===== src/hdl/flags_pkg.sv =====
// Purpose: constants shared by the flag, power-control and program counter block
// Assumes: 32-bit APB data, byte addresses, one aligned word per register
// Notes: flag vectors keep their documented bit positions
package flags_pkg;

  localparam logic [7:0] OFF_FLAGS_ONE = 8'h00;
  localparam logic [7:0] OFF_FLAGS_TWO = 8'h04;
  localparam logic [7:0] OFF_POWER_CTRL = 8'h08;
  localparam logic [7:0] OFF_PC_LOW = 8'h0C;
  localparam logic [7:0] OFF_PC_LATCH = 8'h10;
  localparam logic [7:0] OFF_PC_STATUS = 8'h14;

  localparam int PC_WIDTH = 13;
  localparam int PC_LOW_WIDTH = 8;
  localparam int LATCH_WIDTH = 5;
  localparam int JUMP_WIDTH = 11;

  localparam logic [3:0] FLAGS_ONE_IMPL = 4'hF;
  localparam logic [7:0] FLAGS_TWO_IMPL = 8'hFD;
  localparam logic [3:0] FLAGS_ONE_RESET = 4'h0;
  localparam logic [7:0] FLAGS_TWO_RESET = 8'h00;

  localparam int BIT_TIMER_ONE = 0;
  localparam int BIT_TIMER_TWO = 1;
  localparam int BIT_CAPCMP_ONE = 2;
  localparam int BIT_SERIAL = 3;

  localparam int BIT_CAPCMP_TWO = 0;
  localparam int BIT_LOW_POWER_WAKE = 2;
  localparam int BIT_BUS_COLLISION = 3;
  localparam int BIT_NV_WRITE_DONE = 4;
  localparam int BIT_COMPARATOR_A = 5;
  localparam int BIT_COMPARATOR_B = 6;
  localparam int BIT_OSC_FAIL = 7;

  localparam int BIT_WAKE_ENABLE = 5;
  localparam int BIT_SOFT_BROWNOUT = 4;
  localparam int BIT_POWER_ON_STATUS = 1;
  localparam int BIT_BROWNOUT_STATUS = 0;

  localparam logic WAKE_ENABLE_RESET = 1'b0;
  localparam logic SOFT_BROWNOUT_RESET = 1'b1;
  localparam logic [PC_WIDTH-1:0] PC_RESET = 13'h0000;
  localparam logic [LATCH_WIDTH-1:0] LATCH_RESET = 5'h00;

  localparam logic [1:0] CAPCMP_MODE_CAPTURE = 2'h0;
  localparam logic [1:0] CAPCMP_MODE_COMPARE = 2'h1;
  localparam logic [1:0] CAPCMP_MODE_PWM = 2'h2;

  localparam logic [1:0] BROWNOUT_MODE_OFF = 2'h0;
  localparam logic [1:0] BROWNOUT_MODE_SOFT = 2'h1;

endpackage


===== src/hdl/level_change_if.sv =====
// Purpose: carries one raw level into a change detector and its results back
// Assumes: raw level may come from outside the clock domain
// Notes: changed is a one-cycle pulse
interface level_change_if;
  logic level_raw;
  logic level;
  logic changed;

  modport detector (
    input level_raw,
    output level,
    output changed
  );

  modport user (
    output level_raw,
    input level,
    input changed
  );
endinterface


===== src/hdl/irq_flags_reset_status_pc_load.sv =====
// Purpose: peripheral request flags, power-control reset cause and program counter load
// Assumes: APB slave, 50 MHz clock_i, event inputs are one-cycle pulses on clock_i
// Notes: comparator outputs are asynchronous and pass a three-stage synchroniser
module irq_flags_reset_status_pc_load
  import flags_pkg::*;
(
  input wire logic clock_i,
  input wire logic srst_i,
  input wire logic ce_i,
  input wire logic psel_i,
  input wire logic penable_i,
  input wire logic pwrite_i,
  input wire logic [7:0] paddr_i,
  input wire logic [31:0] pwdata_i,
  output logic [31:0] prdata_o,
  output logic pready_o,
  output logic pslverr_o,
  input wire logic serial_start_i,
  input wire logic serial_stop_i,
  input wire logic serial_idle_i,
  input wire logic [1:0] capcmp_one_mode_i,
  input wire logic capcmp_one_capture_i,
  input wire logic capcmp_one_match_i,
  input wire logic [1:0] capcmp_two_mode_i,
  input wire logic capcmp_two_capture_i,
  input wire logic capcmp_two_match_i,
  input wire logic timer_two_period_match_i,
  input wire logic timer_one_count_overflow_i,
  input wire logic osc_fail_switched_i,
  input wire logic comparator_a_output_i,
  input wire logic comparator_b_output_i,
  input wire logic nv_write_done_i,
  input wire logic bus_collision_i,
  input wire logic low_power_wake_i,
  input wire logic reset_cause_power_on_i,
  input wire logic reset_cause_brownout_i,
  input wire logic [1:0] brownout_mode_field_i,
  input wire logic pc_advance_i,
  input wire logic pc_jump_i,
  input wire logic [10:0] pc_jump_target_i,
  output logic [3:0] flags_one_o,
  output logic [7:0] flags_two_o,
  output logic low_power_wake_enable_o,
  output logic brownout_detect_enable_o,
  output logic [12:0] program_counter_o
);

  // comparator change detectors
  level_change_if cmp_a_link ();
  level_change_if cmp_b_link ();

  assign cmp_a_link.level_raw = comparator_a_output_i;
  assign cmp_b_link.level_raw = comparator_b_output_i;

  level_change_detect u_cmp_a (
    .clock_i(clock_i),
    .srst_i(srst_i),
    .ce_i(ce_i),
    .link(cmp_a_link)
  );

  level_change_detect u_cmp_b (
    .clock_i(clock_i),
    .srst_i(srst_i),
    .ce_i(ce_i),
    .link(cmp_b_link)
  );

  // state
  logic [3:0] flags_one_r;
  logic [3:0] flags_one_nxt;
  logic [7:0] flags_two_r;
  logic [7:0] flags_two_nxt;
  logic wake_enable_r;
  logic soft_brownout_r;
  logic power_on_status_r;
  logic brownout_status_r;
  logic brownout_detect_r;
  logic [PC_WIDTH-1:0] pc_r;
  logic [PC_WIDTH-1:0] pc_nxt;
  logic [LATCH_WIDTH-1:0] latch_r;
  logic pready_r;
  logic pslverr_r;
  logic [31:0] prdata_r;

  // bus decode
  wire access_w = psel_i & penable_i;
  wire answer_now_w = access_w & ~pready_r;
  wire commit_w = access_w & pready_r;
  wire write_commit_w = commit_w & pwrite_i;

  wire hit_flags_one_w = (paddr_i == OFF_FLAGS_ONE);
  wire hit_flags_two_w = (paddr_i == OFF_FLAGS_TWO);
  wire hit_power_w = (paddr_i == OFF_POWER_CTRL);
  wire hit_pc_low_w = (paddr_i == OFF_PC_LOW);
  wire hit_latch_w = (paddr_i == OFF_PC_LATCH);
  wire hit_pc_status_w = (paddr_i == OFF_PC_STATUS);
  wire hit_any_w = hit_flags_one_w | hit_flags_two_w | hit_power_w |
                   hit_pc_low_w | hit_latch_w | hit_pc_status_w;

  wire wr_flags_one_w = write_commit_w & hit_flags_one_w;
  wire wr_flags_two_w = write_commit_w & hit_flags_two_w;
  wire wr_power_w = write_commit_w & hit_power_w;
  wire wr_pc_low_w = write_commit_w & hit_pc_low_w;
  wire wr_latch_w = write_commit_w & hit_latch_w;

  // read views; unimplemented bits read zero
  wire [7:0] power_view_w = {2'b00,
                             wake_enable_r,
                             soft_brownout_r,
                             2'b00,
                             power_on_status_r,
                             brownout_status_r};
  wire [31:0] rd_data_w =
    hit_flags_one_w ? {28'h0000000, flags_one_r} :
    hit_flags_two_w ? {24'h000000, flags_two_r} :
    hit_power_w ? {24'h000000, power_view_w} :
    hit_pc_low_w ? {24'h000000, pc_r[PC_LOW_WIDTH-1:0]} :
    hit_latch_w ? {27'h0000000, latch_r} :
    hit_pc_status_w ? {19'h00000, pc_r} :
    32'h00000000;

  // hardware set conditions, independent of any enable bit
  wire capcmp_one_set_w =
    ((capcmp_one_mode_i == CAPCMP_MODE_CAPTURE) & capcmp_one_capture_i) |
    ((capcmp_one_mode_i == CAPCMP_MODE_COMPARE) & capcmp_one_match_i);
  wire capcmp_two_set_w =
    ((capcmp_two_mode_i == CAPCMP_MODE_CAPTURE) & capcmp_two_capture_i) |
    ((capcmp_two_mode_i == CAPCMP_MODE_COMPARE) & capcmp_two_match_i);
  wire serial_set_w = serial_idle_i & (serial_start_i | serial_stop_i);

  logic [3:0] set_one_w;
  logic [7:0] set_two_w;

  assign set_one_w[BIT_TIMER_ONE] = timer_one_count_overflow_i;
  assign set_one_w[BIT_TIMER_TWO] = timer_two_period_match_i;
  assign set_one_w[BIT_CAPCMP_ONE] = capcmp_one_set_w;
  assign set_one_w[BIT_SERIAL] = serial_set_w;

  assign set_two_w[BIT_CAPCMP_TWO] = capcmp_two_set_w;
  assign set_two_w[1] = 1'b0;
  assign set_two_w[BIT_LOW_POWER_WAKE] = low_power_wake_i;
  assign set_two_w[BIT_BUS_COLLISION] = bus_collision_i;
  assign set_two_w[BIT_NV_WRITE_DONE] = nv_write_done_i;
  assign set_two_w[BIT_COMPARATOR_A] = cmp_a_link.changed;
  assign set_two_w[BIT_COMPARATOR_B] = cmp_b_link.changed;
  assign set_two_w[BIT_OSC_FAIL] = osc_fail_switched_i;

  // per-bit next values: set beats a software clear
  genvar gi;
  generate
    for (gi = 0; gi < 8; gi = gi + 1) begin : g_flag_bits
      if (gi < 4) begin : g_one
        assign flags_one_nxt[gi] = FLAGS_ONE_IMPL[gi] &
          (set_one_w[gi] | (wr_flags_one_w ? pwdata_i[gi] : flags_one_r[gi]));
      end
      assign flags_two_nxt[gi] = FLAGS_TWO_IMPL[gi] &
        (set_two_w[gi] | (wr_flags_two_w ? pwdata_i[gi] : flags_two_r[gi]));
    end
  endgenerate

  // program counter next value; a bus write to the low byte wins over the core
  wire [PC_WIDTH-1:0] pc_from_low_w = {latch_r, pwdata_i[PC_LOW_WIDTH-1:0]};
  wire [PC_WIDTH-1:0] pc_from_jump_w = {latch_r[4:3], pc_jump_target_i};
  wire [PC_WIDTH-1:0] pc_plus_one_w = PC_WIDTH'(pc_r + 13'h0001);

  always_comb begin
    pc_nxt = pc_r;
    if (wr_pc_low_w) begin
      pc_nxt = pc_from_low_w;
    end else if (pc_jump_i) begin
      pc_nxt = pc_from_jump_w;
    end else if (pc_advance_i) begin
      pc_nxt = pc_plus_one_w;
    end
  end

  // brown-out detector enable from config mode field
  wire brownout_detect_nxt_w =
    (brownout_mode_field_i == BROWNOUT_MODE_SOFT) ? soft_brownout_r :
    (brownout_mode_field_i != BROWNOUT_MODE_OFF);

  // flag registers
  always_ff @(posedge clock_i) begin
    if (srst_i) begin
      flags_one_r <= FLAGS_ONE_RESET;
      flags_two_r <= FLAGS_TWO_RESET;
    end else if (ce_i) begin
      flags_one_r <= flags_one_nxt;
      flags_two_r <= flags_two_nxt;
    end
  end

  // power control; reset cause decides which status bits fall
  always_ff @(posedge clock_i) begin
    if (srst_i) begin
      wake_enable_r <= WAKE_ENABLE_RESET;
      soft_brownout_r <= SOFT_BROWNOUT_RESET;
      if (reset_cause_power_on_i) begin
        power_on_status_r <= 1'b0;
      end
      if (reset_cause_power_on_i | reset_cause_brownout_i) begin
        brownout_status_r <= 1'b0;
      end
    end else if (ce_i && wr_power_w) begin
      wake_enable_r <= pwdata_i[BIT_WAKE_ENABLE];
      soft_brownout_r <= pwdata_i[BIT_SOFT_BROWNOUT];
      power_on_status_r <= pwdata_i[BIT_POWER_ON_STATUS];
      brownout_status_r <= pwdata_i[BIT_BROWNOUT_STATUS];
    end
  end

  // output copy of the brown-out enable
  always_ff @(posedge clock_i) begin
    if (srst_i) begin
      brownout_detect_r <= 1'b0;
    end else if (ce_i) begin
      brownout_detect_r <= brownout_detect_nxt_w;
    end
  end

  // program counter and its latch
  always_ff @(posedge clock_i) begin
    if (srst_i) begin
      pc_r <= PC_RESET;
      latch_r <= LATCH_RESET;
    end else if (ce_i) begin
      pc_r <= pc_nxt;
      if (wr_latch_w) begin
        latch_r <= pwdata_i[LATCH_WIDTH-1:0];
      end
    end
  end

  // apb answer: one wait state, data and error valid with pready
  always_ff @(posedge clock_i) begin
    if (srst_i) begin
      pready_r <= 1'b0;
      pslverr_r <= 1'b0;
      prdata_r <= 32'h00000000;
    end else if (ce_i) begin
      pready_r <= answer_now_w;
      pslverr_r <= answer_now_w & ~hit_any_w;
      prdata_r <= (answer_now_w & ~pwrite_i) ? rd_data_w : 32'h00000000;
    end
  end

  assign prdata_o = prdata_r;
  assign pready_o = pready_r;
  assign pslverr_o = pslverr_r;
  assign flags_one_o = flags_one_r;
  assign flags_two_o = flags_two_r;
  assign low_power_wake_enable_o = wake_enable_r;
  assign brownout_detect_enable_o = brownout_detect_r;
  assign program_counter_o = pc_r;

endmodule


===== src/hdl/level_change_detect.sv =====
// Purpose: three-stage synchroniser that reports a settled change of a level
// Assumes: synchronous active-high reset, clock enable freezes state
// Notes: first settled level after reset is taken without a change pulse
module level_change_detect
  import flags_pkg::*;
(
  input wire logic clock_i,
  input wire logic srst_i,
  input wire logic ce_i,
  level_change_if.detector link
);

  logic sync_a_r;
  logic sync_b_r;
  logic sync_c_r;
  logic settled_r;
  logic primed_r;
  logic changed_r;

  wire agree_w = (sync_b_r == sync_c_r);
  wire differ_w = agree_w & (sync_c_r != settled_r);

  always_ff @(posedge clock_i) begin
    if (srst_i) begin
      // chain keeps sampling in reset: a pin held high gives no false change
      sync_a_r <= link.level_raw;
      sync_b_r <= sync_a_r;
      sync_c_r <= sync_b_r;
      settled_r <= 1'b0;
      primed_r <= 1'b0;
      changed_r <= 1'b0;
    end else if (ce_i) begin
      sync_a_r <= link.level_raw;
      sync_b_r <= sync_a_r;
      sync_c_r <= sync_b_r;
      if (agree_w) begin
        settled_r <= sync_c_r;
        primed_r <= 1'b1;
      end
      changed_r <= differ_w & primed_r;
    end
  end

  assign link.level = settled_r;
  assign link.changed = changed_r;

endmodule


===== config.mk =====
export PLATFORM = sky130hd
export DESIGN_NAME = irq_flags_reset_status_pc_load
export DESIGN_NICKNAME = d
export VERILOG_FILES = /design/src/hdl/flags_pkg.sv /design/src/hdl/level_change_if.sv /design/src/hdl/irq_flags_reset_status_pc_load.sv /design/src/hdl/level_change_detect.sv
export SDC_FILE = /design/constraint.sdc
export NUM_CORES = 1
export LEC_CHECK = 0
export BUFFER_PORTS_ARGS = -buffer_cell sky130_fd_sc_hd__buf_2
export CORE_MARGIN = 5
export CORE_UTILIZATION = 45
export DETAILED_ROUTE_END_ITERATION = 10
export PLACE_DENSITY = 0.86
export SLEW_MARGIN = 20
export SYNTH_ARGS = -nofsm -noshare
export SYNTH_HDL_FRONTEND = slang
export SYNTH_SLANG_ARGS = --single-unit

===== constraint.sdc =====
create_clock -name clock_i -period 4.45 [get_ports clock_i]
set_input_delay 0.89 -clock clock_i [delete_from_list [all_inputs] [get_ports clock_i]]
set_output_delay 0.89 -clock clock_i [all_outputs]
set_load 0.02 [all_outputs]

======== Word level (Yosys, flattened, before mapping) ========
Index checks and enable logic that the tools add are counted.
word-level totals
  register bits after elaboration ......... 80
  input port bits ......................... 82
operators by class
  reductions and logical operators ........ 14
  add/sub/neg operators ................... 1
  equal/unequal tests ..................... 14
  muxes and demuxes ....................... 40
  bitwise gates (word level) .............. 43
operators by type and width
  operator                 number
  $mux W13                 10
  $mux W1                  30
  $and A1 B1 Y1            20
  $or A1 B1 Y1             20
  $eq A8 B4 Y1 const B     2
  $eq A8 B5 Y1 const B     2
  $add A13 B1 Y13 const B  1
  $reduce_and A2 Y1        6
  $eq A8 B3 Y1 const B     1
  $logic_not A8 Y1         1
  $eq A2 B1 Y1 const B     3
  $reduce_bool A2 Y1       3
  $logic_not A2 Y1         2
  $ne A2 B1 Y1 const B     2
  $not A1 Y1               3
  $reduce_bool A3 Y1       1
  $eq A1 B1 Y1             2
  $ne A1 B1 Y1             2
  $logic_and A1 B1 Y1      1

======== Logic depth before layout (Yosys ltp) ========
  depth in word-level cells ............... 8
  mapped depth ............................ 7

======== Cells and area by module ========
A second synthesis with hierarchy kept.
unflattened totals
  cells, all modules ...................... 388
  area, all modules ....................... 3384.5 um2
by module, submodules not included
  module                          cells each  area each (um2)  instances
  irq_flags_reset_status_pc_load  346         2901.5           1
  level_change_detect             21          241.5            2

======== Worst setup path after synthesis ========
No wires, ideal clock.
  path kind ............................... input-to-reg
  start ................................... input paddr_i[5]
  end ..................................... register flags_two_r[4], in the netlist flags_two_o[4]
  stages .................................. 5
  slack ................................... 2.094 ns
  arrival time ............................ 2.223 ns
  required time ........................... 4.317 ns
  cell sequence ........................... or3_1 > or4_4 > nor2_8 > mux2i_1 > a21oi_1
on the way
  longest elaborated chain between the ends .. 4
RTL lines
  what                  line                                   text
  start, declared       irq_flags_reset_status_pc_load.sv:13   input wire logic [7:0] paddr_i,
  $eq A8 B3 Y1          irq_flags_reset_status_pc_load.sv:93   wire hit_flags_two_w = (paddr_i == OFF_FLAGS_TWO);
  $and A1 B1 Y1         irq_flags_reset_status_pc_load.sv:102  wire wr_flags_two_w = write_commit_w & hit_flags_two_w;
  $mux W1               irq_flags_reset_status_pc_load.sv:158  (set_two_w[gi] | (wr_flags_two_w ? pwdata_i[gi] : flags_two_r[gi]));
  $or A1 B1 Y1          irq_flags_reset_status_pc_load.sv:158
  end signal, assigned  irq_flags_reset_status_pc_load.sv:190  flags_two_r <= flags_two_nxt;
  end, declared         irq_flags_reset_status_pc_load.sv:72   logic [7:0] flags_two_r;
Every way passes these cells.
A chain may end at the register's enable or synchronous reset.

======== Worst setup path after layout ========
  start ................................... input ce_i
  end ..................................... register pc_r[12], in the netlist program_counter_o[12]
on the way
  longest elaborated chain between the ends .. 1
RTL lines
  what                         line                                   text
  start, declared              irq_flags_reset_status_pc_load.sv:9    input wire logic ce_i,
  $reduce_and A2 Y1 (no line)  n/a
  end signal, assigned         irq_flags_reset_status_pc_load.sv:228  pc_r <= pc_nxt;
  end, declared                irq_flags_reset_status_pc_load.sv:79   logic [PC_WIDTH-1:0] pc_r;
Every way passes these cells.

==> results <==
- The run finished with clean final reports.
- By area the synthesized netlist is led by dfxtp_1 (32%), edfxtp_1 (7.3%), mux2i_1 (5.8%).
- Across all layers, the routed design uses 3238 vias.
- The flip-flop cell with the highest count after synthesis is dfxtp_1.
- The die boundary width is 95.61 microns.
- The relative max-transition margin is 0.4076.
- The area of the core is 7176 sq um.
- Counting every sink on the clock net gives 61.
- The count of input and output buffers is 98.
- After the last flow step, the layout net total stands at 569.
- The critical path in this run is classified as input pin to flip-flop.
- The via count of the first global-routing pass was 3072.
- For met2 alone, demand over resource in global routing was 0.3544.
- The number of synthesis warnings is 0.
- The initial antenna violation count was 0.
- In the final layout, the share of cells above drive strength 1 is 0.2607.
- For this design, the CTS-stage hold fixing added 0 buffers.
- The number of synthesized register bits is 61.
- The analysis attributes to net switching a power of 372.7 uW.
- CTS built an H-tree with a depth of 3.
- Yosys instantiated no cell more often than dfxtp_1.
- The number of design rule violations left after detail routing is 0.
- met2 is the most crowded layer.
- The utilization after layout is 0.5473.
- The clock group share of total power is 0.343.
- The final weighted congestion of routability-driven global placement is 0.9137.
- For this run, the register share of the synthesized area comes to 0.3945.
- The area growth from synthesis to final layout is 19.08%.
- The power density over cell area is 312.8 nW/um^2.
- The classification of the worst-slack hold path is flip-flop to flip-flop.
- The sum of net half-perimeters after detailed placement is 7.018 mm.
- The number of flops mapped to enable cells by yosys is 8.
- The number of antenna-violating nets in the routed design is 0.
- The hold violation count in the final report is 0.
- CTS placed an instance of clkbuf_8 at the clock tree root.
- The total CTS buffers is 9.
- The clock passes through at most 2 buffers.
- The global routing usage summed across all routing layers is 0.2104.
- Data on the critical path is required at its endpoint by 4700 ps.
- Global routing finished with a remaining overflow of 0.
- Summed over all instances, the cell type with the most area after synthesis is dfxtp_1.
- The non-filler instance count after layout is 590.
- The final setup TNS is 0 ps.
- The die covers 9141 sq um.
- The tool flagged a number of max-cap violations equal to 0.
- The repair_antennas step left the layout with diodes totalling 0.
- For this design the static power due to leakage is 1.727 nW.
- Wires add up to 9.257 mm.
- Setup repair after global routing left no endpoint under its margin.
- The post-route clock skew is 9.736 ps.
- The share of total power consumed by net switching is 0.3034.
- Clock-pin slew was measured on the worst setup and hold paths at 70 ps.
- The critical path capture point type is a flip-flop.
- The worst ir drop on vdd is 188.8 uV.
- The first routing iteration left 309 violations.
- The slew of the pin with the lowest slew margin is 888.5 ps.
- The maximum fanout count along the critical path is 25.
- The average instance in the mapped netlist occupies 8.329 sq um.
- The count of instances resized after the clock tree is built is 0.
- In the global route stage, met1 resource usage came out at 0.2482.
- Post-CTS timing repair inserted 0 buffers for setup.
- Overall power consumption after layout is estimated at 1.229 mW.
- The initial utilization of the core area, before any placement, comes to 0.4596.
- The floorplan has 31 rows.
- Counting I/O delays and the setup requirement, the final critical path takes 2458 ps.
- Entering global routing, the biggest net connects 48 pins.
- The instance count of the mapped netlist is 396.
- TritonCTS built the clock tree.
- After synthesis, the most frequently instantiated cells are dfxtp_1 (53), nand2_1 (47), nor2_1 (41), a21oi_1 (27), o21ai_0 (26).
- Internal power comes to 855.8 uW.
- The number of failing setup endpoints in the final timing report is 0.
- The number of detailed-routing iterations run before antenna repair is 6.
- Of the post-synthesis cell area, the dominant cell type holds 0.3217.
- The number of distinct library cells after synthesis is 53.
- The average via count per standard cell is 5.488.
- The share of total power dissipated in combinational logic is 0.155.
- The sequential group share of total power is 0.502.
- The met3 capacity usage during global routing is 0.06472.
- The upper clock frequency limit is 0.4068 GHz.
- The insertion delay of the later-clocked pin in the worst-skew pair is 340 ps.
- In this run, placement finished with an instance count of 574.
- In the final routed layout, each cell accounts on average for 15.69 microns.
- The fraction of synthesis flops using an asynchronous set or reset pin is 0.
- The netlist area before placement is 3298 sq um.
- From bottom edge to top edge, the die measures 95.61 microns.
- The share of the clock period used by the worst path is 0.5524.
- During I/O placement, the number of pins put on the boundary was 143.
- Data on the critical path arrives at its endpoint at 2710 ps.
- The startpoint type of the worst setup path is an input pin.
- The max-slew violation count is 0.
- The global-route wire length before repair is 14.88 mm.
==> power by group through the flow <==
stage          logic (mW)  clock network (mW)  registers (mW)
2_1_floorplan       0.119                   0           0.638
3_3_place_gp        0.183                   0           0.627
3_5_place_dp        0.189                   0           0.629
4_1_cts             0.190               0.428           0.616
5_1_grt             0.210               0.466           0.621
6_report            0.191               0.421           0.617
==> through the flow <==
step           setup WS [ps]  instance area, sq um  hold WS [ps]
2_1_floorplan           2094                  3369         400.3
6_report                1992                  3928         427.3
3_5_place_dp            1686                  3762         407.0
3_3_place_gp            1740                  3762         403.5
4_1_cts                 2038                  3928         422.6
5_1_grt                 1843                  3928         424.1
==> state kept, by name, indices dropped and copies added, names as in the netlist, 4 cells and up <==
signal / flops
program_counter_o: 13
prdata_o: 13
flags_one_o: 4
latch_r: 5
flags_two_o: 7
==> layout make-up <==
| type | instances | area, sq um |
|---|---|---|
| flip-flops and latches | 61 | 1301 |
| inverters | 13 | 48.80 |
| clock buffers | 9 | 123.9 |
| fillers | 665 | 3248 |
| clock inverters | 7 | 41.29 |
| well taps | 99 | 123.9 |
| repair buffers | 99 | 498.0 |
| multi-input cells | 302 | 1790 |
==> routing by layer <==
metal / part of all wire / routed length [microns]
met1: 0.39 / 3573
met2: 0.49 / 4507
met5: 0 / 0
met4: 0.029 / 267
met3: 0.098 / 908
==> placed cells by master (no fill, tap or decap), drive strengths merged, types with 4 or more instances in the layout <==
| cell type | count |
|---|---|
| buf | 99 |
| dfxtp | 53 |
| nand2 | 47 |
| nor2 | 43 |
| a21oi | 27 |
| o21ai | 27 |
| conb | 20 |
| mux2i | 19 |
| nand3 | 16 |
| inv | 14 |
| xnor2 | 10 |
| a311oi | 9 |
| clkbuf | 9 |
| edfxtp | 8 |
| a22o | 6 |
| a211oi | 6 |
| and3 | 5 |
| nand2b | 5 |
| nand4 | 5 |
| and4 | 4 |
| clkinv | 4 |
==> cell families (layout without fill, tap and decap cells) <==
kind of cell / after synthesis / in the layout / share of synthesized area
AO/OA/AOI/OAI: 102 / 102 / 0.2018
flip-flops: 61 / 61 / 0.3945
adder cells (fa/ha/maj): 1 / 1 / 0.003793
other: 1 / 20 / 0.001137
XOR/XNOR: 12 / 12 / 0.03187
buffers and inverters: 52 / 128 / 0.08422
AND/OR/NAND/NOR: 146 / 146 / 0.2181
multiplexers: 21 / 21 / 0.06449
==> worst max-delay path, stage by stage <==
cell      delay, ps
buf_2           410
and3_1          260
and3_1          230
a31o_2          480
o21ai_0         190
a211oi_1        240
==> path summary, 6_finish.rpt <==
path	endpoint	slack [ps]	depth (start not counted)	from
hold / removal	u_cmp_b.sync_b_r	430	0	u_cmp_b.sync_a_r
hold reg to reg	u_cmp_b.sync_b_r	430	0	u_cmp_b.sync_a_r
setup / recovery	program_counter_o[12]	1990	6	ce_i
setup reg to reg	prdata_o[4]	2670	4	pready_o
Note: power is estimated with default switching activity, not from simulation.
